<file path="src/audio_tx_pkg.sv">
package audio_tx_pkg;

    // Word addresses on the processor I/O port
    localparam logic [15:0] ADDR_AUDIO = 16'hFFDD;
    localparam logic [15:0] ADDR_CTRL = 16'hFFDE;
    localparam logic [15:0] ADDR_STAT = 16'hFFDF;

    localparam int DATA_W = 24;
    localparam int NA_W = 3;
    localparam int SHIFT_W = 27;

    // Control register layout
    localparam int CTRL_EN = 0;
    localparam int CTRL_IEN = 1;
    localparam int CTRL_STP = 2;
    localparam int CTRL_CS_LO = 3;
    localparam int CTRL_CS_HI = 4;
    localparam int CTRL_RSVA_LO = 5;
    localparam int CTRL_RSVA_HI = 9;
    localparam int CTRL_NAA_LO = 10;
    localparam int CTRL_NAA_HI = 12;
    localparam int CTRL_NAB_LO = 13;
    localparam int CTRL_NAB_HI = 15;
    localparam int CTRL_RSVB_LO = 16;
    localparam int CTRL_RSVB_HI = 23;

    // Status register layout
    localparam int STAT_EMPTY = 0;
    localparam int STAT_RSVA = 1;
    localparam int STAT_UNDERRUN = 2;
    localparam int STAT_BLOCK = 3;
    localparam int STAT_TIP = 4;
    localparam int STAT_RSV_LO = 5;
    localparam int STAT_RSV_HI = 23;

    // Clock select codes
    localparam logic [1:0] CS_CORE = 2'h0;
    localparam logic [1:0] CS_EXT256 = 2'h1;
    localparam logic [1:0] CS_EXT384 = 2'h2;
    localparam logic [1:0] CS_EXT512 = 2'h3;

    // Source rates as multiples of the sample rate; the half-cell rate is 128 fs
    localparam int CLK_HZ = 10000000;
    localparam int CORE_FS_RATIO = 1024;
    localparam int EXT256_FS_RATIO = 256;
    localparam int EXT384_FS_RATIO = 384;
    localparam int EXT512_FS_RATIO = 512;
    localparam int HALF_CELL_FS_RATIO = 128;
    localparam logic [2:0] DIV_CORE = 3'(CORE_FS_RATIO / HALF_CELL_FS_RATIO);
    localparam logic [2:0] DIV_EXT256 = 3'(EXT256_FS_RATIO / HALF_CELL_FS_RATIO);
    localparam logic [2:0] DIV_EXT384 = 3'(EXT384_FS_RATIO / HALF_CELL_FS_RATIO);
    localparam logic [2:0] DIV_EXT512 = 3'(EXT512_FS_RATIO / HALF_CELL_FS_RATIO);

    // Frame timing in half-cells: 2 sub-frames of 32 slots of 2 halves
    localparam int HC_W = 7;
    localparam logic [HC_W-1:0] HC_FIRST = 7'h00;
    localparam logic [HC_W-1:0] HC_LAST = 7'h7F;
    localparam logic [HC_W-1:0] HC_CHB = 7'h40;
    localparam logic [HC_W-1:0] HC_STEP = 7'h01;
    localparam int HC_SUB_BIT = 6;
    localparam logic [5:0] HC_SUB_START = 6'h00;
    localparam logic [4:0] SLOT_DATA_FIRST = 5'h04;
    localparam logic [4:0] SLOT_SHIFT_FIRST = 5'h05;
    localparam logic [4:0] SLOT_PARITY = 5'h1F;
    localparam logic [2:0] PRE_MSB = 3'h7;

    // Preambles, sent most significant bit first
    localparam logic [7:0] PRE_X = 8'h1D;
    localparam logic [7:0] PRE_Y = 8'h1B;
    localparam logic [7:0] PRE_Z = 8'h17;

    localparam logic [7:0] FRAME_FIRST = 8'h00;
    localparam logic [7:0] FRAME_LAST = 8'hBF;
    localparam logic [7:0] FRAME_STEP = 8'h01;

    typedef enum logic [1:0] {
        ST_IDLE = 2'b01,
        ST_RUN = 2'b10
    } tx_state_e;

endpackage

</file>
<file path="src/audio_transmitter.sv">
`timescale 1ns/100ps
module audio_transmitter
    import audio_tx_pkg::*;
(
    // Clock and reset
    input wire logic sys_clk,
    input wire logic sys_rst,
    // Processor register port
    input wire logic [15:0] regAddr,
    input wire logic regWrite,
    input wire logic regRead,
    input wire logic [DATA_W-1:0] regWrData,
    output logic [DATA_W-1:0] regRdData,
    // Interrupt request
    output logic irqRequest,
    // Link pins
    input wire logic ext_clock_pin,
    output logic serial_audio_out
);
    tx_state_e state_r;
    tx_state_e state_nxt;

    logic ctrlEn_r;
    logic ctrlIen_r;
    logic ctrlStp_r;
    logic [1:0] ctrlCs_r;
    logic [NA_W-1:0] nonAudioA_r;
    logic [NA_W-1:0] nonAudioB_r;

    logic [DATA_W-1:0] chanAHolding_r;
    logic [DATA_W-1:0] chanBHolding_r;
    logic [DATA_W-1:0] chanBAudioBuffer_r;
    logic [NA_W-1:0] chanBNonaudioBuffer_r;
    logic [SHIFT_W-1:0] subframeShifter_r;
    logic [SHIFT_W-1:0] shifter_nxt;

    logic writeToB_r;
    logic audioEmptyFlag_r;
    logic underrunFlag_r;
    logic underrunArmed_r;
    logic blockFlag_r;
    logic [HC_W-1:0] halfCell_r;
    logic [7:0] frameCount_r;
    logic lineLevel_r;
    logic polarity_r;
    logic parity_r;
    logic [DATA_W-1:0] rdData_r;

    wire tick;
    wire running;
    wire idle;
    wire ctrlWrite;
    wire audioWrite;
    wire writeA;
    wire writeB;
    wire statRead;
    wire startTx;
    wire frameEnd;
    wire stopDeferred;
    wire stopNow;
    wire stopAny;
    wire advance;
    wire [HC_W-1:0] halfCellNxt;
    wire [4:0] slotNxt;
    wire secondHalf;
    wire subframeB;
    wire subStart;
    wire upload;
    wire loadB;
    wire inPreamble;
    wire shiftNow;
    wire parityAccum;
    wire dataBit;
    wire [7:0] frameNxt;
    wire [7:0] frameShown;
    wire [7:0] preamble;
    wire preBit;
    wire polarityNow;
    wire levelNxt;
    wire [DATA_W-1:0] ctrlView;
    wire [DATA_W-1:0] statView;
    wire [DATA_W-1:0] readMux;

    half_cell_ticker u_ticker (
        .sys_clk(sys_clk),
        .sys_rst(sys_rst),
        .clockSelect(ctrlCs_r),
        .run(running),
        .extClockPin(ext_clock_pin),
        .tick(tick)
    );

    // Register decode
    assign ctrlWrite = regWrite & (regAddr == ADDR_CTRL);
    assign audioWrite = regWrite & (regAddr == ADDR_AUDIO);
    assign writeA = audioWrite & ~writeToB_r;
    assign writeB = audioWrite & writeToB_r;
    assign statRead = regRead & (regAddr == ADDR_STAT);

    // Run control
    assign running = (state_r == ST_RUN);
    assign idle = (state_r == ST_IDLE);
    assign startTx = idle & ctrlEn_r;
    assign frameEnd = running & tick & (halfCell_r == HC_LAST);
    assign stopDeferred = frameEnd & ~ctrlEn_r & ctrlStp_r;
    assign stopNow = running & ~ctrlEn_r & ~ctrlStp_r;
    assign stopAny = stopDeferred | stopNow;
    assign advance = startTx | (running & tick & ~stopAny);
    assign state_nxt = startTx ? ST_RUN : stopAny ? ST_IDLE : state_r;

    // Position of the half-cell being entered
    assign halfCellNxt = startTx ? HC_FIRST : halfCell_r + HC_STEP;
    assign slotNxt = halfCellNxt[5:1];
    assign secondHalf = halfCellNxt[0];
    assign subframeB = halfCellNxt[HC_SUB_BIT];
    assign subStart = (halfCellNxt[5:0] == HC_SUB_START);
    assign upload = advance & (halfCellNxt == HC_FIRST);
    assign loadB = advance & (halfCellNxt == HC_CHB);
    assign inPreamble = (slotNxt < SLOT_DATA_FIRST);
    assign shiftNow = advance & ~secondHalf & (slotNxt >= SLOT_SHIFT_FIRST);
    assign parityAccum = advance & secondHalf & ~inPreamble & (slotNxt != SLOT_PARITY);

    // Block position
    assign frameNxt = (startTx | (frameCount_r == FRAME_LAST)) ? FRAME_FIRST
                      : frameCount_r + FRAME_STEP;
    assign frameShown = upload ? frameNxt : frameCount_r;

    // Line coding
    assign dataBit = (slotNxt == SLOT_PARITY) ? parity_r : subframeShifter_r[0];
    assign preamble = subframeB ? PRE_Y :
                      (frameShown == FRAME_FIRST) ? PRE_Z : PRE_X;
    assign preBit = preamble[PRE_MSB - halfCellNxt[2:0]];
    // Preamble polarity follows the level left by the previous sub-frame
    assign polarityNow = subStart ? lineLevel_r : polarity_r;
    assign levelNxt = inPreamble ? (polarityNow ? preBit : ~preBit) :
                      ~secondHalf ? ~lineLevel_r :
                      (lineLevel_r ^ dataBit);

    // Shifter load and shift
    assign shifter_nxt = upload ? {nonAudioA_r, chanAHolding_r} :
                         loadB ? {chanBNonaudioBuffer_r, chanBAudioBuffer_r} :
                         shiftNow ? {1'b0, subframeShifter_r[SHIFT_W-1:1]} :
                         subframeShifter_r;

    // Register read views
    assign ctrlView[CTRL_EN] = ctrlEn_r;
    assign ctrlView[CTRL_IEN] = ctrlIen_r;
    assign ctrlView[CTRL_STP] = ctrlStp_r;
    assign ctrlView[CTRL_CS_HI:CTRL_CS_LO] = ctrlCs_r;
    assign ctrlView[CTRL_RSVA_HI:CTRL_RSVA_LO] = '0;
    assign ctrlView[CTRL_NAA_HI:CTRL_NAA_LO] = nonAudioA_r;
    assign ctrlView[CTRL_NAB_HI:CTRL_NAB_LO] = nonAudioB_r;
    assign ctrlView[CTRL_RSVB_HI:CTRL_RSVB_LO] = '0;
    assign statView[STAT_EMPTY] = audioEmptyFlag_r;
    assign statView[STAT_RSVA] = 1'b0;
    assign statView[STAT_UNDERRUN] = underrunFlag_r;
    assign statView[STAT_BLOCK] = blockFlag_r;
    assign statView[STAT_TIP] = running;
    assign statView[STAT_RSV_HI:STAT_RSV_LO] = '0;
    assign readMux = (regAddr == ADDR_CTRL) ? ctrlView :
                     (regAddr == ADDR_STAT) ? statView : '0;

    assign regRdData = rdData_r;
    assign irqRequest = ctrlIen_r & audioEmptyFlag_r;
    assign serial_audio_out = lineLevel_r;

    // Configuration bits; the non-audio bits carry no reset
    always_ff @(posedge sys_clk) begin
        if (sys_rst) begin
            ctrlEn_r <= 1'b0;
            ctrlIen_r <= 1'b0;
            ctrlStp_r <= 1'b0;
            ctrlCs_r <= CS_CORE;
        end else if (ctrlWrite) begin
            ctrlEn_r <= regWrData[CTRL_EN];
            ctrlIen_r <= regWrData[CTRL_IEN];
            ctrlStp_r <= regWrData[CTRL_STP];
            ctrlCs_r <= regWrData[CTRL_CS_HI:CTRL_CS_LO];
        end
    end

    always_ff @(posedge sys_clk) begin
        if (ctrlWrite) begin
            nonAudioA_r <= regWrData[CTRL_NAA_HI:CTRL_NAA_LO];
            nonAudioB_r <= regWrData[CTRL_NAB_HI:CTRL_NAB_LO];
        end
    end

    // Holding words and the channel B buffers; old contents stay for resend
    always_ff @(posedge sys_clk) begin
        if (writeA) begin
            chanAHolding_r <= regWrData;
        end
        if (writeB) begin
            chanBHolding_r <= regWrData;
        end
        if (upload) begin
            chanBAudioBuffer_r <= chanBHolding_r;
            chanBNonaudioBuffer_r <= nonAudioB_r;
        end
        subframeShifter_r <= shifter_nxt;
    end

    // Write pointer: the frame start wins over a write in the same cycle
    always_ff @(posedge sys_clk) begin
        if (sys_rst | stopAny | upload) begin
            writeToB_r <= 1'b0;
        end else if (audioWrite) begin
            writeToB_r <= ~writeToB_r;
        end
    end

    // Status flags; an upload in the cycle of a clearing write wins
    always_ff @(posedge sys_clk) begin
        if (sys_rst | stopAny) begin
            audioEmptyFlag_r <= 1'b0;
            underrunFlag_r <= 1'b0;
            underrunArmed_r <= 1'b0;
            blockFlag_r <= 1'b0;
        end else begin
            if (upload) begin
                audioEmptyFlag_r <= 1'b1;
            end else if (writeB) begin
                audioEmptyFlag_r <= 1'b0;
            end
            if (upload & audioEmptyFlag_r) begin
                underrunFlag_r <= 1'b1;
            end else if (writeB & underrunArmed_r) begin
                underrunFlag_r <= 1'b0;
            end
            if (writeB) begin
                underrunArmed_r <= 1'b0;
            end else if (statRead & underrunFlag_r) begin
                underrunArmed_r <= 1'b1;
            end
            if (upload & (frameNxt == FRAME_LAST)) begin
                blockFlag_r <= 1'b1;
            end else if (writeB) begin
                blockFlag_r <= 1'b0;
            end
        end
    end

    // Frame sequencer and line state
    always_ff @(posedge sys_clk) begin
        if (sys_rst) begin
            state_r <= ST_IDLE;
            halfCell_r <= HC_FIRST;
            frameCount_r <= FRAME_FIRST;
            lineLevel_r <= 1'b1;
            polarity_r <= 1'b1;
            parity_r <= 1'b0;
        end else begin
            state_r <= state_nxt;
            if (stopAny) begin
                halfCell_r <= HC_FIRST;
                lineLevel_r <= 1'b1;
                parity_r <= 1'b0;
            end else if (advance) begin
                halfCell_r <= halfCellNxt;
                lineLevel_r <= levelNxt;
                if (subStart) begin
                    polarity_r <= lineLevel_r;
                    parity_r <= 1'b0;
                end else if (parityAccum) begin
                    parity_r <= parity_r ^ subframeShifter_r[0];
                end
            end
            if (upload) begin
                frameCount_r <= frameNxt;
            end
        end
    end

    // Registered read data; the audio address reads zero
    always_ff @(posedge sys_clk) begin
        if (sys_rst) begin
            rdData_r <= '0;
        end else if (regRead) begin
            rdData_r <= readMux;
        end
    end
endmodule

</file>
<file path="src/half_cell_ticker.sv">
`timescale 1ns/100ps
module half_cell_ticker
    import audio_tx_pkg::*;
(
    // Clock and reset
    input wire logic sys_clk,
    input wire logic sys_rst,
    // Source selection
    input wire logic [1:0] clockSelect,
    input wire logic run,
    input wire logic extClockPin,
    // Half-cell strobe
    output logic tick
);
    logic sync1_r;
    logic sync2_r;
    logic sync3_r;
    logic extLevel_r;
    logic extPrev_r;
    logic [2:0] count_r;
    logic [2:0] count_nxt;
    wire extRise;
    wire srcEvent;
    wire [2:0] divide;
    wire atTerminal;

    // Pin edges count only after two stages agree; pin must stay below a quarter of sys_clk
    assign extRise = extLevel_r & ~extPrev_r;
    assign srcEvent = (clockSelect == CS_CORE) ? 1'b1 : extRise;
    assign divide = (clockSelect == CS_CORE) ? DIV_CORE :
                    (clockSelect == CS_EXT256) ? DIV_EXT256 :
                    (clockSelect == CS_EXT384) ? DIV_EXT384 : DIV_EXT512;
    assign atTerminal = (count_r == divide - 3'h1);
    assign tick = run & srcEvent & atTerminal;
    assign count_nxt = ~run ? 3'h0 : ~srcEvent ? count_r : atTerminal ? 3'h0 : count_r + 3'h1;

    always_ff @(posedge sys_clk) begin
        sync1_r <= extClockPin;
        sync2_r <= sync1_r;
        sync3_r <= sync2_r;
    end

    always_ff @(posedge sys_clk) begin
        if (sys_rst) begin
            extLevel_r <= 1'b0;
            extPrev_r <= 1'b0;
            count_r <= 3'h0;
        end else begin
            if (sync2_r == sync3_r) begin
                extLevel_r <= sync3_r;
            end
            extPrev_r <= extLevel_r;
            count_r <= count_nxt;
        end
    end
endmodule

</file>
<file path="config.mk">
export PLATFORM = sky130hd
export DESIGN_NAME = audio_transmitter
export DESIGN_NICKNAME = d
export VERILOG_FILES = /design/src/audio_tx_pkg.sv /design/src/audio_transmitter.sv /design/src/half_cell_ticker.sv
export SDC_FILE = /design/constraint.sdc
export NUM_CORES = 1
export LEC_CHECK = 0
export BUFFER_PORTS_ARGS = -buffer_cell sky130_fd_sc_hd__buf_2
export CELL_PAD_IN_SITES_DETAIL_PLACEMENT = 1
export CELL_PAD_IN_SITES_GLOBAL_PLACEMENT = 1
export CORE_ASPECT_RATIO = 1.1
export CORE_MARGIN = 1.5
export CORE_UTILIZATION = 35
export DETAILED_ROUTE_END_ITERATION = 6
export GPL_TIMING_DRIVEN = 0
export PLACE_DENSITY_LB_ADDON = 0.2
export SLEW_MARGIN = 25
export SYNTH_ARGS = -nofsm -noshare
export SYNTH_HDL_FRONTEND = slang
export SYNTH_SLANG_ARGS = --single-unit
</file>
<file path="constraint.sdc">
create_clock -name sys_clk -period 3.6 [get_ports sys_clk]
set_input_delay 0 -clock sys_clk [delete_from_list [all_inputs] [get_ports sys_clk]]
set_output_delay 0 -clock sys_clk [all_outputs]
set_load 0.02 [all_outputs]
</file>
==> metrics.md <==
| Metric | Value |
|---|---|
| Status | complete, no violations |
| CP required | approximately 3800 ps |
| Initial antenna violation count | 0 |
| 1st-iter DRT viols | ~180 |
| Post-synth EDFFs | 108 |
| Hold Crit Start | regAddr[0] |
| Post-Syn Instances | ~560 |
| Starting Density | 0.360 |
| CP max FO | 10 |
| CTS tree | done |
| Via/cell ratio | a little under 5 |
| Comb pwr share | 0.027 |
| Min-delay worst type | in2reg |
| Placed cell count | around 870 |
| Worst Tran Pin Value | about 700 ps |
| Die X-Extent | approximately 130 um |
| Syn Std Cell Area | approximately 6700 um^2 |
| Lkg Pwr | between 0.003 and 0.004 uW |
| Sequential share of the synthesized area | 0.631 |
| First-pass GRT wire length | ~26000 um |
| Flop2flop setup slack | around 260 ps |
| Final min period | roughly 3300 ps |
| Reg2reg start | halfCell_r[0] |
| Die Area | 20000 um^2 |
| Power Density | about 470 nW/um^2 |
| Sink Count | around 160 |
| Layout net count | between 700 and 800 |
| R2r worst-path depth | 10 |
| Avg Inst Size Synth | roughly 12 um^2 |
| Num ports | approximately 70 |
| Post-detail-place hpwl | between 10000 and 15000 um |
| I/O Buffers | 57 |
| Synth async-reset ratio | 0 |
| Clk pwr share | 0.480 |
| FF-to-FF End | subframeShifter_r[17] |
| Non-Filler Instances | just over 900 |
| Vias | ~4.6k |
| # H-tree levels | 4 |
| Drt wl/cell | about 17 um |
| Setup Skew | roughly 7.2 ps |
| Fmax | ~300 MHz |
| RSZ-0062 raised after global routing | false |
| P_int | roughly 3100 uW |
| Final Cell Area | 8280 um^2 |
| Switching share of power | 0.210 |
| Unique masters post-synth | 70 |
| Hold endpoint | regRdData[4] |
| Core Area | 18600 um^2 |
| Critical Path End Type | register |
| Routed wire length | roughly 16000 um |
| Final Setup Violations | 0 |
| Final Hold Vio Count | 0 |
| Total Negative Setup Slacks | 0 ps |
| Antenna viol nets, final | 0 |
| Crit path DAT | between 3000 and 4000 ps |
| Post-synthesis register bit count | 157 |
| Hold WS | around 33 ps |
| CP Launch Type | register |
| Residual DRC | 0 |
| Cell Rows | 52 |
| Worst skew pair latency | about 430 ps |
| P&R area growth vs syn | 23.6% |
| Yosys warns | 0 |
| Clk buf depth | 2 |
| Reg power frac | 0.493 |
| Final worst-path cycle share | 0.927 |
| Ant diodes | 0 |
| Cell Area, Placed | roughly 7400 um^2 |
| WHS Path Cells | 4 |
| Peak VDD IR | approximately 0.32 mV |
| Pwr Total | between 3000 and 4000 uW |
| Largest net degree at the start of global routing | 28 |
| Setup CP Type | reg2reg |
| Synth Flop Type | edfxtp_1 |
| TritonCTS Buffers | 17 |
| Layout cell share with drive strength beyond 1 | 0.205 |
| Slew Viols, Final | 0 |
| Number of global-route vias before repair | a little under 5k |
| Setup Buffers After CTS | 0 |
| FILL cells | between 2k and 2.5k |
| Clock-pin slew on the worst setup and hold paths | 60 ps |
| CTS root buf | clkbuf_16 |
| Detailed-router iteration count before antenna repair | 4 |
| Routability cong. | approximately 0.77 |
| Total congestion overflow after global routing | 0 |
| Worst slew margin | 0.535 |
| GRT Resource Usage Total | 0.170 |
| MaxCap Viol Count | 0 |
| Die Ht | about 150 um |
| Total net switching power | around 820 uW |
registers in the layout, summed over array words and instances (netlist names), 2 cells and up:
| register | cells |
|---|---|
| subframeShifter_r | 27 |
| chanAHolding_r | 24 |
| frameCount_r | 8 |
| chanBHolding_r | 24 |
| regRdData | 11 |
| chanBNonaudioBuffer_r | 3 |
| chanBAudioBuffer_r | 24 |
| u_ticker.count_r | 3 |
| nonAudioA_r | 3 |
| nonAudioB_r | 3 |
| state_r | 2 |
| ctrlCs_r | 2 |
| halfCell_r | 7 |
repair_timing:
item	CTS	global route
hold buffers	27	0
endpoints found under the setup margin	0	9
resized for setup	0	3
hold endpoints to repair	65	0
power groups by stage:
| stage | clock (uW) | sequential, uW | combinational [uW] |
|---|---|---|---|
| floorplan | 0 | 1960 | 40.1 |
| global placement | 0 | 1960 | 80.9 |
| detailed placement | 0 | 1960 | 83.6 |
| CTS | 1910 | 1920 | 107 |
| global route | 1970 | 1920 | 116 |
| finish | 1870 | 1920 | 106 |
Yosys cell counts (all sizes together), types with 3 or more instances:
cell type / n / area, um^2
a211oi: 5 / 52.6
a21oi: 31 / 155
a31oi: 3 / 18.8
and2: 5 / 33.8
and3: 7 / 46.3
and4: 4 / 38.8
buf: 25 / 181
clkbuf: 14 / 62.6
dfxtp: 49 / 981
edfxtp: 108 / 3240
ha: 3 / 37.5
inv: 13 / 48.8
mux2: 5 / 60.1
mux2i: 30 / 300
nand2: 65 / 244
nand2b: 14 / 87.6
nand3: 21 / 105
nand4: 6 / 37.5
nand4b: 4 / 35.0
nor2: 38 / 143
nor2b: 4 / 25.0
nor3: 10 / 50.1
o21ai: 32 / 164
o31ai: 3 / 36.3
or3: 4 / 25.0
xnor2: 11 / 96.3
xor2: 6 / 52.6
layout by cell type (no fill, tap or decap), drive strengths merged, types with 3 or more instances in the layout:
master,count
conb,13
nand4,6
inv,19
mux2,5
and4,4
o31ai,3
nand2b,14
clkbuf,31
and2,5
dfxtp,49
mux2i,30
buf,85
nand4b,4
a211oi,5
nor3,10
a21oi,31
nand2,65
clkinv,3
xnor2,11
and3,7
ha,3
or3,4
dlygate4sd3,27
edfxtp,108
nand3,21
nor2b,4
nor2,38
o21ai,32
bufinv,3
xor2,6
a31oi,3
critical path: stages, from the launching register on:
cell,delay (ps)
dfxtp_1,400
ha_1,240
buf_4,160
or3_1,320
a211oi_2,340
o21ai_0,300
a2111o_1,450
buf_2,220
buf_2,280
mux2i_1,240
o21ai_0,110
area by class of cell:
class                   count  area (um^2)  area share
flip-flops and latches    157         4220       0.510
multi-input cells         359         2200       0.266
repair buffers             86          611      0.0737
clock buffers              18          429      0.0518
well taps                 243          304      0.0367
plain buffers              40          279      0.0337
clock inverters            14          181      0.0219
inverters                  13         48.8     0.00589
metal layers:
metal	routed length [um]	GRT usage
met1	7300	0.220
met2	7760	0.280
met3	443	0.0310
met4	337	0.0763
met5	0	0
how the worst max path moves through the flow:
stage | from | endpoint | slack [ps] | depth (start not counted)
floorplan | halfCell_r[0] | chanBAudioBuffer_r[0] | 500 | 7
global placement | halfCell_r[0] | subframeShifter_r[19] | -380 | 9
detailed placement | halfCell_r[0] | subframeShifter_r[9] | 210 | 10
CTS | halfCell_r[0] | subframeShifter_r[15] | 160 | 10
global route | halfCell_r[0] | subframeShifter_r[19] | 50 | 10
finish | halfCell_r[0] | subframeShifter_r[17] | 260 | 10
kinds of logic (layout without fill, tap and decap cells):
group                      Yosys count  count (layout)  synth area share
and+or+nand+nor                    197             197             0.148
other                                1              13          0.000560
xor gates and xnor gates            17              17            0.0222
adders and majority gates            3               3           0.00560
muxes                               35              35            0.0538
DFF                                157             157             0.631
AOI/OAI and AO/OA                   94              94            0.0908
buffers and inverters               53             171            0.0486
metrics by stage:
step,setup WS [ps],utilization
3_5_place_dp,213,0.398
3_3_place_gp,-382,0.394
5_1_grt,47.1,0.445
2_1_floorplan,499,-
4_1_cts,162,0.445
6_report,261,0.445
Power figures use the tool's default switching activity.
